$ cat config.mk
export PLATFORM = sky130hd
export DESIGN_NAME = pca_auth_seq
export DESIGN_NICKNAME = d
export VERILOG_FILES = /design/src/inc/pca_pkg.sv /design/src/verilog/pca_auth_seq.sv /design/src/verilog/pca_fresh_gen.sv /design/src/verilog/pca_key_store.sv
export SDC_FILE = /design/constraint.sdc
export NUM_CORES = 2
export LEC_CHECK = 0
export BUFFER_PORTS_ARGS = -buffer_cell sky130_fd_sc_hd__buf_2
export CORE_AREA = 2 2 524 526
export DETAILED_ROUTE_END_ITERATION = 12
export DIE_AREA = 0 0 526 528
export GPL_ROUTABILITY_DRIVEN = 0
export PLACE_DENSITY = 0.34
export SYNTH_ARGS = -nofsm -noshare
export SYNTH_HDL_FRONTEND = slang
export SYNTH_SLANG_ARGS = --single-unit
$ cat constraint.sdc
create_clock -name mclk -period 92.4 [get_ports mclk]
set_clock_uncertainty 0.1 [all_clocks]
set_input_delay 13.86 -clock mclk [delete_from_list [all_inputs] [get_ports mclk]]
set_output_delay 13.86 -clock mclk [all_outputs]
set_load 0.01 [all_outputs]
$ cat src/inc/pca_pkg.sv
package pca_pkg;

    // ==========================================================
    // Widths
    localparam int HALF_W = 64;
    localparam int SEED_W = 128;
    localparam int KEY_W = 128;
    localparam int CHAL_W = 64;
    localparam int RESP_W = 32;
    localparam int DCK_W = 128;

    // ==========================================================
    // Generator feedback polynomials and start values
    localparam logic [HALF_W-1:0] SEED_POLY = 64'hd800_0000_0000_0000;
    localparam logic [CHAL_W/2-1:0] CHAL_POLY = 32'h8020_0003;
    localparam logic [HALF_W-1:0] SEED_INIT = 64'h0000_0000_0000_0001;
    localparam logic [CHAL_W/2-1:0] CHAL_INIT = 32'h0000_0001;

    // ==========================================================
    // Sequencer states, one-hot
    typedef enum logic [8:0] {
        S_IDLE = 9'h001,
        S_SEED = 9'h002,
        S_DRV = 9'h004,
        S_DWAIT = 9'h008,
        S_CHAL = 9'h010,
        S_SEND = 9'h020,
        S_WAIT = 9'h040,
        S_RESP = 9'h080,
        S_RWAIT = 9'h100
    } pca_state_t;

    // ==========================================================
    // Carriers
    typedef struct packed {
        logic [SEED_W-1:0] seed;
        logic [KEY_W-1:0] session_key;
    } pca_pair_t;

    typedef struct packed {
        logic [CHAL_W-1:0] fixed_challenge;
        logic [SEED_W-1:0] combined_fixed_seed;
    } pca_air_req_t;

    typedef struct packed {
        logic [RESP_W-1:0] portable_response;
        logic [CHAL_W-1:0] portable_challenge;
    } pca_air_reply_t;

    typedef struct packed {
        logic [KEY_W-1:0] session_key;
        logic [CHAL_W-1:0] fixed_challenge;
        logic [CHAL_W-1:0] portable_challenge;
    } pca_rd_in_t;

    typedef struct packed {
        logic [RESP_W-1:0] expected_response;
        logic [DCK_W-1:0] derived_cipher_key;
    } pca_rd_out_t;

endpackage

$ cat src/verilog/pca_auth_seq.sv
`timescale 1ns/1ps
`default_nettype none
module pca_auth_seq import pca_pkg::*; (
    // Clock and reset
    input wire logic mclk,
    input wire logic resetn,
    // Control
    input wire logic start,
    input wire logic renew,
    input wire logic other_derive,
    input wire logic visit_mode,
    input wire logic visit_load,
    input wire pca_pair_t visit_pair,
    // Session key derivation
    output logic skd_req,
    output logic [SEED_W-1:0] skd_seed,
    input wire logic skd_done,
    input wire logic [KEY_W-1:0] skd_key,
    // Response derivation
    output logic rd_req,
    output pca_rd_in_t rd_in,
    input wire logic rd_done,
    input wire pca_rd_out_t rd_out,
    // Air interface
    output logic req_valid,
    output pca_air_req_t req,
    input wire logic reply_valid,
    input wire pca_air_reply_t reply,
    // Result
    output logic busy,
    output logic auth_ok,
    output logic auth_fail,
    output logic dck_valid,
    output logic [DCK_W-1:0] derived_cipher_key
);

    // ==========================================================
    // Reset release
    logic rst_s1_q;
    logic rst_n;

    always_ff @(posedge mclk or negedge resetn) begin
        if (!resetn) begin
            rst_s1_q <= 1'b0;
            rst_n <= 1'b0;
        end else begin
            rst_s1_q <= 1'b1;
            rst_n <= rst_s1_q;
        end
    end

    // ==========================================================
    // State
    pca_state_t state_q;
    pca_state_t state_d;
    logic [HALF_W-1:0] fixed_seed_low;
    logic [HALF_W-1:0] fixed_seed_high;
    logic [CHAL_W/2-1:0] chal_lo;
    logic [CHAL_W/2-1:0] chal_hi;
    pca_pair_t pair_q;
    logic store_valid;
    logic store_pinned;
    logic store_load;
    logic store_pin;
    pca_pair_t store_pair;
    logic match;
    logic [RESP_W-1:0] presp_q;

    // ==========================================================
    // Fresh value sources
    // values never repeat
    pca_fresh_gen #(.W(SEED_W), .POLY(SEED_POLY), .INIT(SEED_INIT)) u_seed (
        .mclk(mclk),
        .rst_n(rst_n),
        .step(state_q == S_SEED),
        .lo_q(fixed_seed_low),
        .hi_q(fixed_seed_high)
    );

    pca_fresh_gen #(.W(CHAL_W), .POLY(CHAL_POLY), .INIT(CHAL_INIT)) u_chal (
        .mclk(mclk),
        .rst_n(rst_n),
        .step(state_q == S_CHAL),
        .lo_q(chal_lo),
        .hi_q(chal_hi)
    );

    // ==========================================================
    // Session key store
    always_comb begin
        store_load = 1'b0;
        store_pin = 1'b0;
        store_pair = '0;
        if (visit_load && state_q == S_IDLE) begin
            store_load = 1'b1;
            store_pin = visit_mode;
            store_pair = visit_pair;
        end else if (state_q == S_DWAIT && skd_done) begin
            store_load = 1'b1;
            store_pair.seed = skd_seed;
            store_pair.session_key = skd_key;
        end
    end

    pca_key_store u_store (
        .mclk(mclk),
        .rst_n(rst_n),
        .load(store_load),
        .pin(store_pin),
        .load_pair(store_pair),
        .invalidate(renew || other_derive),
        .pair_q(pair_q),
        .valid_q(store_valid),
        .pinned_q(store_pinned)
    );

    // ==========================================================
    // Sequencer
    always_comb begin
        state_d = state_q;
        case (state_q)
            S_IDLE: begin
                if (start && !visit_load) begin
                    if (store_valid && (store_pinned || !renew)) begin
                        state_d = S_CHAL;
                    end else begin
                        state_d = S_SEED;
                    end
                end
            end
            S_SEED: state_d = S_DRV;
            S_DRV: state_d = S_DWAIT;
            S_DWAIT: begin
                if (skd_done) begin
                    state_d = S_CHAL;
                end
            end
            S_CHAL: state_d = S_SEND;
            S_SEND: state_d = S_WAIT;
            S_WAIT: begin
                if (reply_valid) begin
                    state_d = S_RESP;
                end
            end
            S_RESP: state_d = S_RWAIT;
            S_RWAIT: begin
                if (rd_done) begin
                    state_d = S_IDLE;
                end
            end
            default: state_d = S_IDLE;
        endcase
    end

    always_ff @(posedge mclk or negedge rst_n) begin
        if (!rst_n) begin
            state_q <= S_IDLE;
            busy <= 1'b0;
        end else begin
            state_q <= state_d;
            busy <= (state_d != S_IDLE);
        end
    end

    // ==========================================================
    // Session key derivation request
    always_ff @(posedge mclk or negedge rst_n) begin
        if (!rst_n) begin
            skd_req <= 1'b0;
            skd_seed <= '0;
        end else begin
            skd_req <= (state_q == S_SEED);
            if (state_q == S_SEED) begin
                skd_seed <= {fixed_seed_high, fixed_seed_low};
            end
        end
    end

    // ==========================================================
    // Air request
    always_ff @(posedge mclk or negedge rst_n) begin
        if (!rst_n) begin
            req_valid <= 1'b0;
            req <= '0;
        end else begin
            req_valid <= (state_q == S_CHAL);
            if (state_q == S_CHAL) begin
                req.fixed_challenge <= {chal_hi, chal_lo};
                req.combined_fixed_seed <= pair_q.seed;
            end
        end
    end

    // ==========================================================
    // Response derivation request
    always_ff @(posedge mclk or negedge rst_n) begin
        if (!rst_n) begin
            rd_req <= 1'b0;
            rd_in <= '0;
        end else begin
            rd_req <= (state_q == S_WAIT && reply_valid);
            if (state_q == S_WAIT && reply_valid) begin
                rd_in.session_key <= pair_q.session_key;
                rd_in.fixed_challenge <= req.fixed_challenge;
                rd_in.portable_challenge <= reply.portable_challenge;
            end
        end
    end

    always_ff @(posedge mclk or negedge rst_n) begin
        if (!rst_n) begin
            presp_q <= '0;
        end else if (state_q == S_WAIT && reply_valid) begin
            presp_q <= reply.portable_response;
        end
    end

    // ==========================================================
    // Verdict and cipher key
    // exact match only
    assign match = (rd_out.expected_response == presp_q);

    always_ff @(posedge mclk or negedge rst_n) begin
        if (!rst_n) begin
            auth_ok <= 1'b0;
            auth_fail <= 1'b0;
        end else begin
            auth_ok <= (state_q == S_RWAIT && rd_done && match);
            auth_fail <= (state_q == S_RWAIT && rd_done && !match);
        end
    end

    always_ff @(posedge mclk or negedge rst_n) begin
        if (!rst_n) begin
            dck_valid <= 1'b0;
            derived_cipher_key <= '0;
        end else if (state_q == S_RWAIT && rd_done && match) begin
            dck_valid <= 1'b1;
            derived_cipher_key <= rd_out.derived_cipher_key;
        end
    end

    // ==========================================================
    // Checks
    logic [SEED_W-1:0] last_skd_q;
    logic [CHAL_W-1:0] last_chal_q;
    logic seen_skd_q;
    logic seen_chal_q;

    always_ff @(posedge mclk or negedge rst_n) begin
        if (!rst_n) begin
            last_skd_q <= '0;
            last_chal_q <= '0;
            seen_skd_q <= 1'b0;
            seen_chal_q <= 1'b0;
        end else begin
            if (skd_req) begin
                last_skd_q <= skd_seed;
                seen_skd_q <= 1'b1;
            end
            if (req_valid) begin
                last_chal_q <= req.fixed_challenge;
                seen_chal_q <= 1'b1;
            end
        end
    end

    seed_once_a: assert property (@(posedge mclk) disable iff (!rst_n)
        skd_req && seen_skd_q |-> skd_seed != last_skd_q)
        else $error("seed fed to derivation twice");
    chal_once_a: assert property (@(posedge mclk) disable iff (!rst_n)
        req_valid && seen_chal_q |-> req.fixed_challenge != last_chal_q)
        else $error("fixed challenge repeated");
    seed_layout_a: assert property (@(posedge mclk) disable iff (!rst_n)
        state_q == S_SEED |=>
        skd_seed[SEED_W-1:HALF_W] == $past(fixed_seed_high) &&
        skd_seed[HALF_W-1:0] == $past(fixed_seed_low))
        else $error("seed halves misplaced");
    req_seed_a: assert property (@(posedge mclk) disable iff (!rst_n)
        req_valid |-> req.combined_fixed_seed == pair_q.seed && !$past(req_valid))
        else $error("request seed differs from stored seed");
    derive_fresh_a: assert property (@(posedge mclk) disable iff (!rst_n)
        state_q == S_IDLE && start && !visit_load && !store_valid
        |=> state_q == S_SEED ##1 skd_req)
        else $error("no fresh derivation started");
    visit_seed_a: assert property (@(posedge mclk) disable iff (!rst_n)
        req_valid && store_pinned |-> req.combined_fixed_seed == pair_q.seed
        && state_q == S_SEND)
        else $error("visited seed not sent");
    ok_key_a: assert property (@(posedge mclk) disable iff (!rst_n)
        state_q == S_RWAIT && rd_done && match |=>
        auth_ok && dck_valid &&
        derived_cipher_key == $past(rd_out.derived_cipher_key))
        else $error("cipher key not taken on success");
    fail_keep_a: assert property (@(posedge mclk) disable iff (!rst_n)
        state_q == S_RWAIT && rd_done && !match |=>
        auth_fail && !auth_ok && $stable(derived_cipher_key))
        else $error("failure changed key or not flagged");
    store_load_a: assert property (@(posedge mclk) disable iff (!rst_n)
        state_q == S_DWAIT && skd_done && !visit_load |=>
        pair_q.seed == $past(skd_seed) && pair_q.session_key == $past(skd_key))
        else $error("derived pair not kept");

endmodule
`default_nettype wire

$ cat src/verilog/pca_fresh_gen.sv
`timescale 1ns/1ps
`default_nettype none
module pca_fresh_gen import pca_pkg::*; #(
    parameter int W = 128,
    parameter logic [W/2-1:0] POLY = '1,
    parameter logic [W/2-1:0] INIT = '1
) (
    // Clock and reset
    input wire logic mclk,
    input wire logic rst_n,
    // Step and value
    input wire logic step,
    output logic [W/2-1:0] lo_q,
    output logic [W/2-1:0] hi_q
);

    // ==========================================================
    // Counter half never repeats, scrambler half adds spread
    logic [W/2-1:0] lfsr_q;
    logic [W/2-1:0] lfsr_d;

    always_comb begin
        lfsr_d = {lfsr_q[W/2-2:0], 1'b0} ^ (lfsr_q[W/2-1] ? POLY : '0);
    end

    always_ff @(posedge mclk or negedge rst_n) begin
        if (!rst_n) begin
            lfsr_q <= INIT;
            lo_q <= '0;
            hi_q <= '0;
        end else if (step) begin
            lfsr_q <= lfsr_d;
            lo_q <= lo_q + (W/2)'(1);
            hi_q <= lfsr_d;
        end
    end

endmodule
`default_nettype wire

$ cat src/verilog/pca_key_store.sv
`timescale 1ns/1ps
`default_nettype none
module pca_key_store import pca_pkg::*; (
    // Clock and reset
    input wire logic mclk,
    input wire logic rst_n,
    // Loading
    input wire logic load,
    input wire logic pin,
    input wire pca_pair_t load_pair,
    input wire logic invalidate,
    // Stored pair
    output pca_pair_t pair_q,
    output logic valid_q,
    output logic pinned_q
);

    // ==========================================================
    // Last derived or provided pair, load wins over invalidate
    always_ff @(posedge mclk or negedge rst_n) begin
        if (!rst_n) begin
            pair_q <= '0;
            valid_q <= 1'b0;
            pinned_q <= 1'b0;
        end else if (load) begin
            pair_q <= load_pair;
            valid_q <= 1'b1;
            pinned_q <= pin;
        end else if (invalidate && !pinned_q) begin
            valid_q <= 1'b0;
        end
    end

endmodule
`default_nettype wire

* Word level (Yosys, flattened, before mapping)
Cells that the tools add are included.
** Operators by class
- Reduce and logical (&&, ||, !) cells :: 16
- Add/sub/neg operators :: 2
- Bitwise logic cells :: 2
- Muxes and demuxes :: 15
- Equality and inequality tests :: 11
** Operator list (count)
- 2-to-1 mux 256 bit :: 2
- case mux 9 bit (9 select lines) :: 1
- adder 64 x 1 -> 64 bit (second input constant) :: 1
- 2-to-1 mux 64 bit :: 1
- XOR 64 bit :: 1
- 2-to-1 mux 9 bit :: 4
- adder 32 x 1 -> 32 bit (second input constant) :: 1
- equality test 32 bit :: 1
- 2-to-1 mux 32 bit :: 1
- XOR 32 bit :: 1
- equality test 9 x 1 -> 1 bit (second input constant) :: 1
- equality test 9 x 2 -> 1 bit (second input constant) :: 1
- equality test 9 x 3 -> 1 bit (second input constant) :: 1
- equality test 9 x 4 -> 1 bit (second input constant) :: 1
- equality test 9 x 5 -> 1 bit (second input constant) :: 1
- equality test 9 x 6 -> 1 bit (second input constant) :: 1
- equality test 9 x 7 -> 1 bit (second input constant) :: 1
- equality test 9 x 8 -> 1 bit (second input constant) :: 1
- equality test 9 bit (second input constant) :: 1
- logical AND 1 bit :: 9
- inequality test 9 x 1 -> 1 bit (second input constant) :: 1
- 2-to-1 mux 1 bit :: 5
- 2-to-1 mux 5 bit :: 1
- zero test 1 bit :: 4
- 2 further kinds :: 3
** Storage, ports and cells
- Logic and storage cells :: 74
- Register bits after elaboration :: 1300
- Output and inout port bits :: 711
- Input port bits :: 650

* Logic depth before layout (Yosys ltp)
- Depth after elaboration :: 7
- Depth in mapped cells :: 9

* Modules after synthesis
Synthesis repeated with hierarchy kept, for this count alone.
** Unflattened totals
- Cell total of the unflattened synthesis :: 3263
- Area, all modules :: 50156.9 sq um
** Modules (own cells, without submodules)
- pca_auth_seq :: instances 1, cells each 2000, area each 30892.1 sq um, seq. area each 18869.3 sq um
- pca_key_store :: instances 1, cells each 546, area each 10433.8 sq um, seq. area each 6456.2 sq um
- pca_fresh_gen at u_seed :: instances 1, cells each 479, area each 5864.4 sq um, seq. area each 3204.3 sq um
- pca_fresh_gen at u_chal :: instances 1, cells each 238, area each 2966.6 sq um, seq. area each 1627.8 sq um

* Worst setup path before layout
No wires, ideal clock.
- Path kind :: input-to-reg
- Start point :: in rd_out[152] in the netlist's numbering
- End point :: reg derived_cipher_key[100]
- Path slack :: 76.803 ns
- Cell stages on the path :: 7
- Arrival :: 15.369 ns
- Path through :: xor2_1 nor4_1 nand2_1 nor4_4 buf_4 buf_6 mux2_1
** On the way
- Word-level cells in the longest chain between the ends :: 2
** RTL lines
- from (decl) :: line pca_auth_seq.sv:23 : input wire pca_rd_out_t rd_out,
- equality test 32 bit :: line pca_auth_seq.sv:221 : assign match = (rd_out.expected_response == presp_q);
- logical AND 1 bit :: line pca_auth_seq.sv:237 : end else if (state_q == S_RWAIT && rd_done && match) begin
- to (signal assigned) :: line pca_auth_seq.sv:239 : derived_cipher_key <= rd_out.derived_cipher_key;
- to (decl) :: line pca_auth_seq.sv:34 : output logic [DCK_W-1:0] derived_cipher_key
Every way passes these cells.
A chain may end at the register's enable or synchronous reset.

* Worst setup path in the final report
- Start point :: in visit_load
- End point :: reg, netlist name u_store.pair_q[81]
** On the way
- Word-level cells in the longest chain between the ends :: 2
- Elaborated cells between the ends (all ways) :: 3
- Classes of those cells :: 2 x mux; 1 x reduce/logical
** RTL lines
- from (decl) :: line pca_auth_seq.sv:12 : input wire logic visit_load,
- logical AND 1 bit (*) :: line pca_auth_seq.sv:94 : if (visit_load && state_q == S_IDLE) begin
- 2-to-1 mux 256 bit or 2-to-1 mux 1 bit (tied branches) :: line pca_auth_seq.sv:94
Mark *: on every way between the ends. The rest lies on a longest branch, timed or not.

==> impl_metrics.prom <==
# TYPE chip_impl_metric gauge
chip_impl_metric{name="timing_max_transition_violations_final",unit=""} 0
chip_impl_metric{name="syn_inst",unit=""} 3997
chip_impl_metric{name="p_leak",unit="nW"} 31.56
chip_impl_info{name="cpLargestDelayFamily",value="buffers and inverters"} 1
chip_impl_metric{name="nFillCells",unit=""} 29930
chip_impl_metric{name="initial_core_util",unit="%"} 16.78
chip_impl_metric{name="via_per_inst",unit=""} 3.856
chip_impl_metric{name="post_dp_cell_area",unit="µm²"} 55630
chip_impl_metric{name="detail_route.wl_per_cell",unit="µm"} 23.89
chip_impl_metric{name="die-height",unit="µm"} 528
chip_impl_metric{name="ioPinCount",unit=""} 1361
chip_impl_metric{name="final_period_minus_worst_setup_slack",unit="ns"} 17.46
chip_impl_metric{name="power_per_cell_area",unit="nW/µm²"} 24.25
chip_impl_metric{name="proportion_of_synthesized_chip_area_in_sequential_cells",unit="%"} 61.16
chip_impl_metric{name="crit_arrival",unit="ns"} 18.09
chip_impl_metric{name="fraction_of_the_cycle_the_final_worst_path_needs",unit="%"} 18.90
chip_impl_metric{name="numCtsBuffers",unit=""} 155
chip_impl_metric{name="globalRouteTotalUtil",unit="%"} 15.04
chip_impl_metric{name="holdBufCountCts",unit=""} 0
chip_impl_metric{name="synth.cell_area",unit="µm²"} 45710
chip_impl_metric{name="mappedNetlistNets",unit=""} 4649
chip_impl_metric{name="largest_net_degree_at_the_start_of_global_routing",unit=""} 174
chip_impl_metric{name="clk_latency",unit="ns"} 0.81
chip_impl_metric{name="antenna_left",unit=""} 0
chip_impl_metric{name="count_of_tritonroute_iterations_in_the_first_routing_pass",unit=""} 5
chip_impl_metric{name="post_synth.cell_area_avg",unit="µm²"} 11.44
chip_impl_metric{name="rows",unit=""} 192
chip_impl_metric{name="grt_pass1_wl",unit="µm"} 297700
chip_impl_info{name="worst_hold_path_type",value="reg -> async"} 1
chip_impl_metric{name="max-clock-path-buffers",unit=""} 4
chip_impl_metric{name="port-buffer-count",unit=""} 1359
chip_impl_metric{name="grt_antenna_before_repair",unit=""} 148
chip_impl_metric{name="globalRouteOverflowTotal",unit=""} 0
chip_impl_metric{name="routed_wl",unit="µm"} 215300
chip_impl_metric{name="floorplan.core_area",unit="µm²"} 272400
chip_impl_metric{name="die_area",unit="µm²"} 277700
chip_impl_metric{name="fin_setup_tns",unit="ns"} 0
chip_impl_metric{name="crit_cells",unit=""} 8
chip_impl_info{name="gr-max-usage-layer",value="met2"} 1
chip_impl_metric{name="placed_cells",unit=""} 8683
chip_impl_info{name="result_of_the_run",value="completed"} 1
chip_impl_metric{name="fmaxAchievable",unit="MHz"} 57.26
chip_impl_metric{name="max_cap_viol_count",unit=""} 0
chip_impl_info{name="timing.critical_path.slowest_stage_cell",value="buf_4"} 1
chip_impl_metric{name="worstMarginPinSlew",unit="ns"} 1.314
chip_impl_info{name="synth.largest_area_cell",value="dfrtp_1"} 1
chip_impl_metric{name="postSynthRegisterBits",unit=""} 1117
chip_impl_info{name="chain_of_cells_forming_the_critical_path",value="buf_2, nand2_4, buf_4, buf_4, buf_4, buf_4, nor2_1, a21oi_1"} 1
chip_impl_metric{name="async_reset_ff_share",unit="%"} 100.0
chip_impl_metric{name="netlist.area_leader.share",unit="%"} 60.99
chip_impl_info{name="clock-root-buffer",value="clkbuf_16"} 1
chip_impl_metric{name="critical-path-max-stage-delay",unit="ns"} 0.99
chip_impl_info{name="synth_common_cells",value="1,114 x dfrtp_1, 999 x nand2_1, 298 x mux2_1"} 1
chip_impl_info{name="worst_path_most_repeated_cell",value="buf_4"} 1
chip_impl_metric{name="timing.reg2reg.worst_path_depth",unit=""} 9
chip_impl_metric{name="dp.final_hpwl",unit="µm"} 162800
chip_impl_metric{name="remaining_drc_errors",unit=""} 0
chip_impl_info{name="crit_path_end_kind",value="flip-flop"} 1
chip_impl_info{name="synthFlopType",value="dfrtp_1"} 1
chip_impl_metric{name="clk_pin_slew",unit="ns"} 0.07
chip_impl_metric{name="detail_route.iter0.violations",unit=""} 1732
chip_impl_metric{name="yosysWarningCount",unit=""} 0
chip_impl_metric{name="flow.area_growth_from_synthesis",unit="%"} 32.56
chip_impl_info{name="critPathKind",value="in -> reg"} 1
chip_impl_metric{name="report.power.total",unit="mW"} 1.469
chip_impl_metric{name="width_of_the_chip",unit="µm"} 526
chip_impl_metric{name="peakVddDrop",unit="mV"} 0.01233
chip_impl_metric{name="post_cts_setup_bufs",unit=""} 0
chip_impl_info{name="ys_top_cells_by_area",value="dfrtp_1 61%, nand2_1 8.2%, mux2_1 7.3%, mux2i_1 5.6%, mux2_2 2.9%"} 1
chip_impl_metric{name="timing.max_slew.rel_slack",unit="%"} 12.41
chip_impl_metric{name="timing.critical_path.required",unit="ns"} 93.03
chip_impl_info{name="worst_setup_path_start_kind",value="input pin"} 1
chip_impl_metric{name="grt_met3_use",unit="%"} 4.506
chip_impl_metric{name="cts.repair.resized",unit=""} 0
chip_impl_metric{name="grt_pass1_vias",unit=""} 35540
chip_impl_metric{name="groute.layer.met1.usage",unit="%"} 18.68
chip_impl_metric{name="netlist-cell-type-count",unit=""} 53
chip_impl_info{name="rsz_0062_raised_after_global_routing",value="false"} 1
chip_impl_metric{name="htree_levels",unit=""} 4
chip_impl_info{name="clock_tree_from_tritoncts",value="yes"} 1
chip_impl_metric{name="synth_enable_flop_cells",unit=""} 0
chip_impl_metric{name="finish.cell_count_without_fillers",unit=""} 9011
chip_impl_metric{name="clkSinkCount",unit=""} 1117
chip_impl_metric{name="path_buf_inv",unit=""} 5
chip_impl_metric{name="critical_path.max_fanout",unit=""} 110
chip_impl_metric{name="num_vias",unit=""} 34750
chip_impl_metric{name="layout-drive-gt1-share",unit="%"} 32.77
chip_impl_metric{name="gr-usage-met2",unit="%"} 24.85
chip_impl_metric{name="hold_viol_final",unit=""} 0
chip_impl_info{name="yosys.cell_count.top_type",value="dfrtp_1"} 1
chip_impl_metric{name="final_design_area_no_fill",unit="µm²"} 60590
chip_impl_metric{name="layout.nets",unit=""} 5903
chip_impl_metric{name="finalSetupViolCount",unit=""} 0
## power by group
| part | leakage [nW] | internal [mW] | switching (mW) |
|---|---|---|---|
| Combinational | 14.5 | 0.0895 | 0.149 |
| Clock | 2.35 | 0.342 | 0.243 |
| Sequential | 14.7 | 0.580 | 0.0662 |
## placed cells by master, fill, tap and decap left out, drive strengths merged, types with 57 or more instances in the layout
cell    synthesis  layout
mux2i         255     255
nor2          293     293
a21oi         257     257
diode           0      57
nand2         999     999
xor2           90      90
mux2          416     416
buf           175    1401
dfrtp        1114    1114
clkbuf        129     235
## kinds of logic after synthesis
family                     count (synthesis)  synth area share, %
AOI/OAI and AO/OA                        286                3.195
xor gates and xnor gates                 134                2.568
adders and majority gates                  2              0.05474
buffers and inverters                    319                4.112
DFF                                     1117                61.16
muxes                                    671                15.83
other                                      2              0.01643
and+or+nand+nor                         1466                13.06
## area by class of cell
class / instances / area, µm² / share of cell area [%]
sequential: 1117 / 27960 / 46.15
multi-input combinational: 2561 / 15930 / 26.29
timing repair buffer: 1401 / 7192 / 11.87
tap: 3589 / 4491 / 7.411
clock buffer: 235 / 4463 / 7.366
clock inverter: 36 / 351.6 / 0.5803
antenna: 57 / 142.6 / 0.2354
inverter: 15 / 63.81 / 0.1053
## sequential cells by signal, indices dropped and copies added, names as in the netlist, 63 cells and up
register and cells:
rd_in 256, u_store.pair_q 256, req 163, derived_cipher_key 128, skd_seed 69, u_seed.lo_q 64
u_seed.lfsr_q 63
## per-stage QoR
| stage | util (%) | hold WS [ns] | worst slack, ns |
|---|---|---|---|
| after floorplan | - | 0.2312 | 58.86 |
| after global placement | 20.42 | 0.2398 | 74.09 |
| after detailed placement | 20.42 | 0.2371 | 74.05 |
| after CTS | 22.19 | 0.2513 | 74.94 |
| after global routing | 22.21 | 0.2594 | 74.54 |
| final | 22.24 | 0.2456 | 74.94 |
## metal layers
metal	up-vias	part of all wire, %	wire length [µm]
li1	15810	-	-
met1	17310	42	90330
met2	1185	47	101000
met3	381	7.4	16010
met4	66	3.5	7571
met5	-	0.20	434
## final timing paths
check                           startpoint  slack [ns]                 end
max in group asynchronous           resetn       79.36               rst_n
min in group mclk                 rst_s1_q        0.25               rst_n
worst max register to register  state_q[7]       86.81  u_store.pair_q[81]
worst min register to register       rst_n        0.25              req[6]
worst max-delay path            visit_load       74.94  u_store.pair_q[81]
worst min-delay path                 rst_n        0.25              req[6]
## worst register-to-register path, cell delays in order, from the launching register on
cell and delay (ns):
dfrtp_1 0.58, nor4_1 0.22, and4b_1 0.42, nand2_4 0.72, buf_4 0.62, buf_4 0.67
buf_4 0.76, buf_4 1.05, nor2_1 0.18, a21oi_1 0.17
Note: power is estimated with default switching activity, not from simulation.
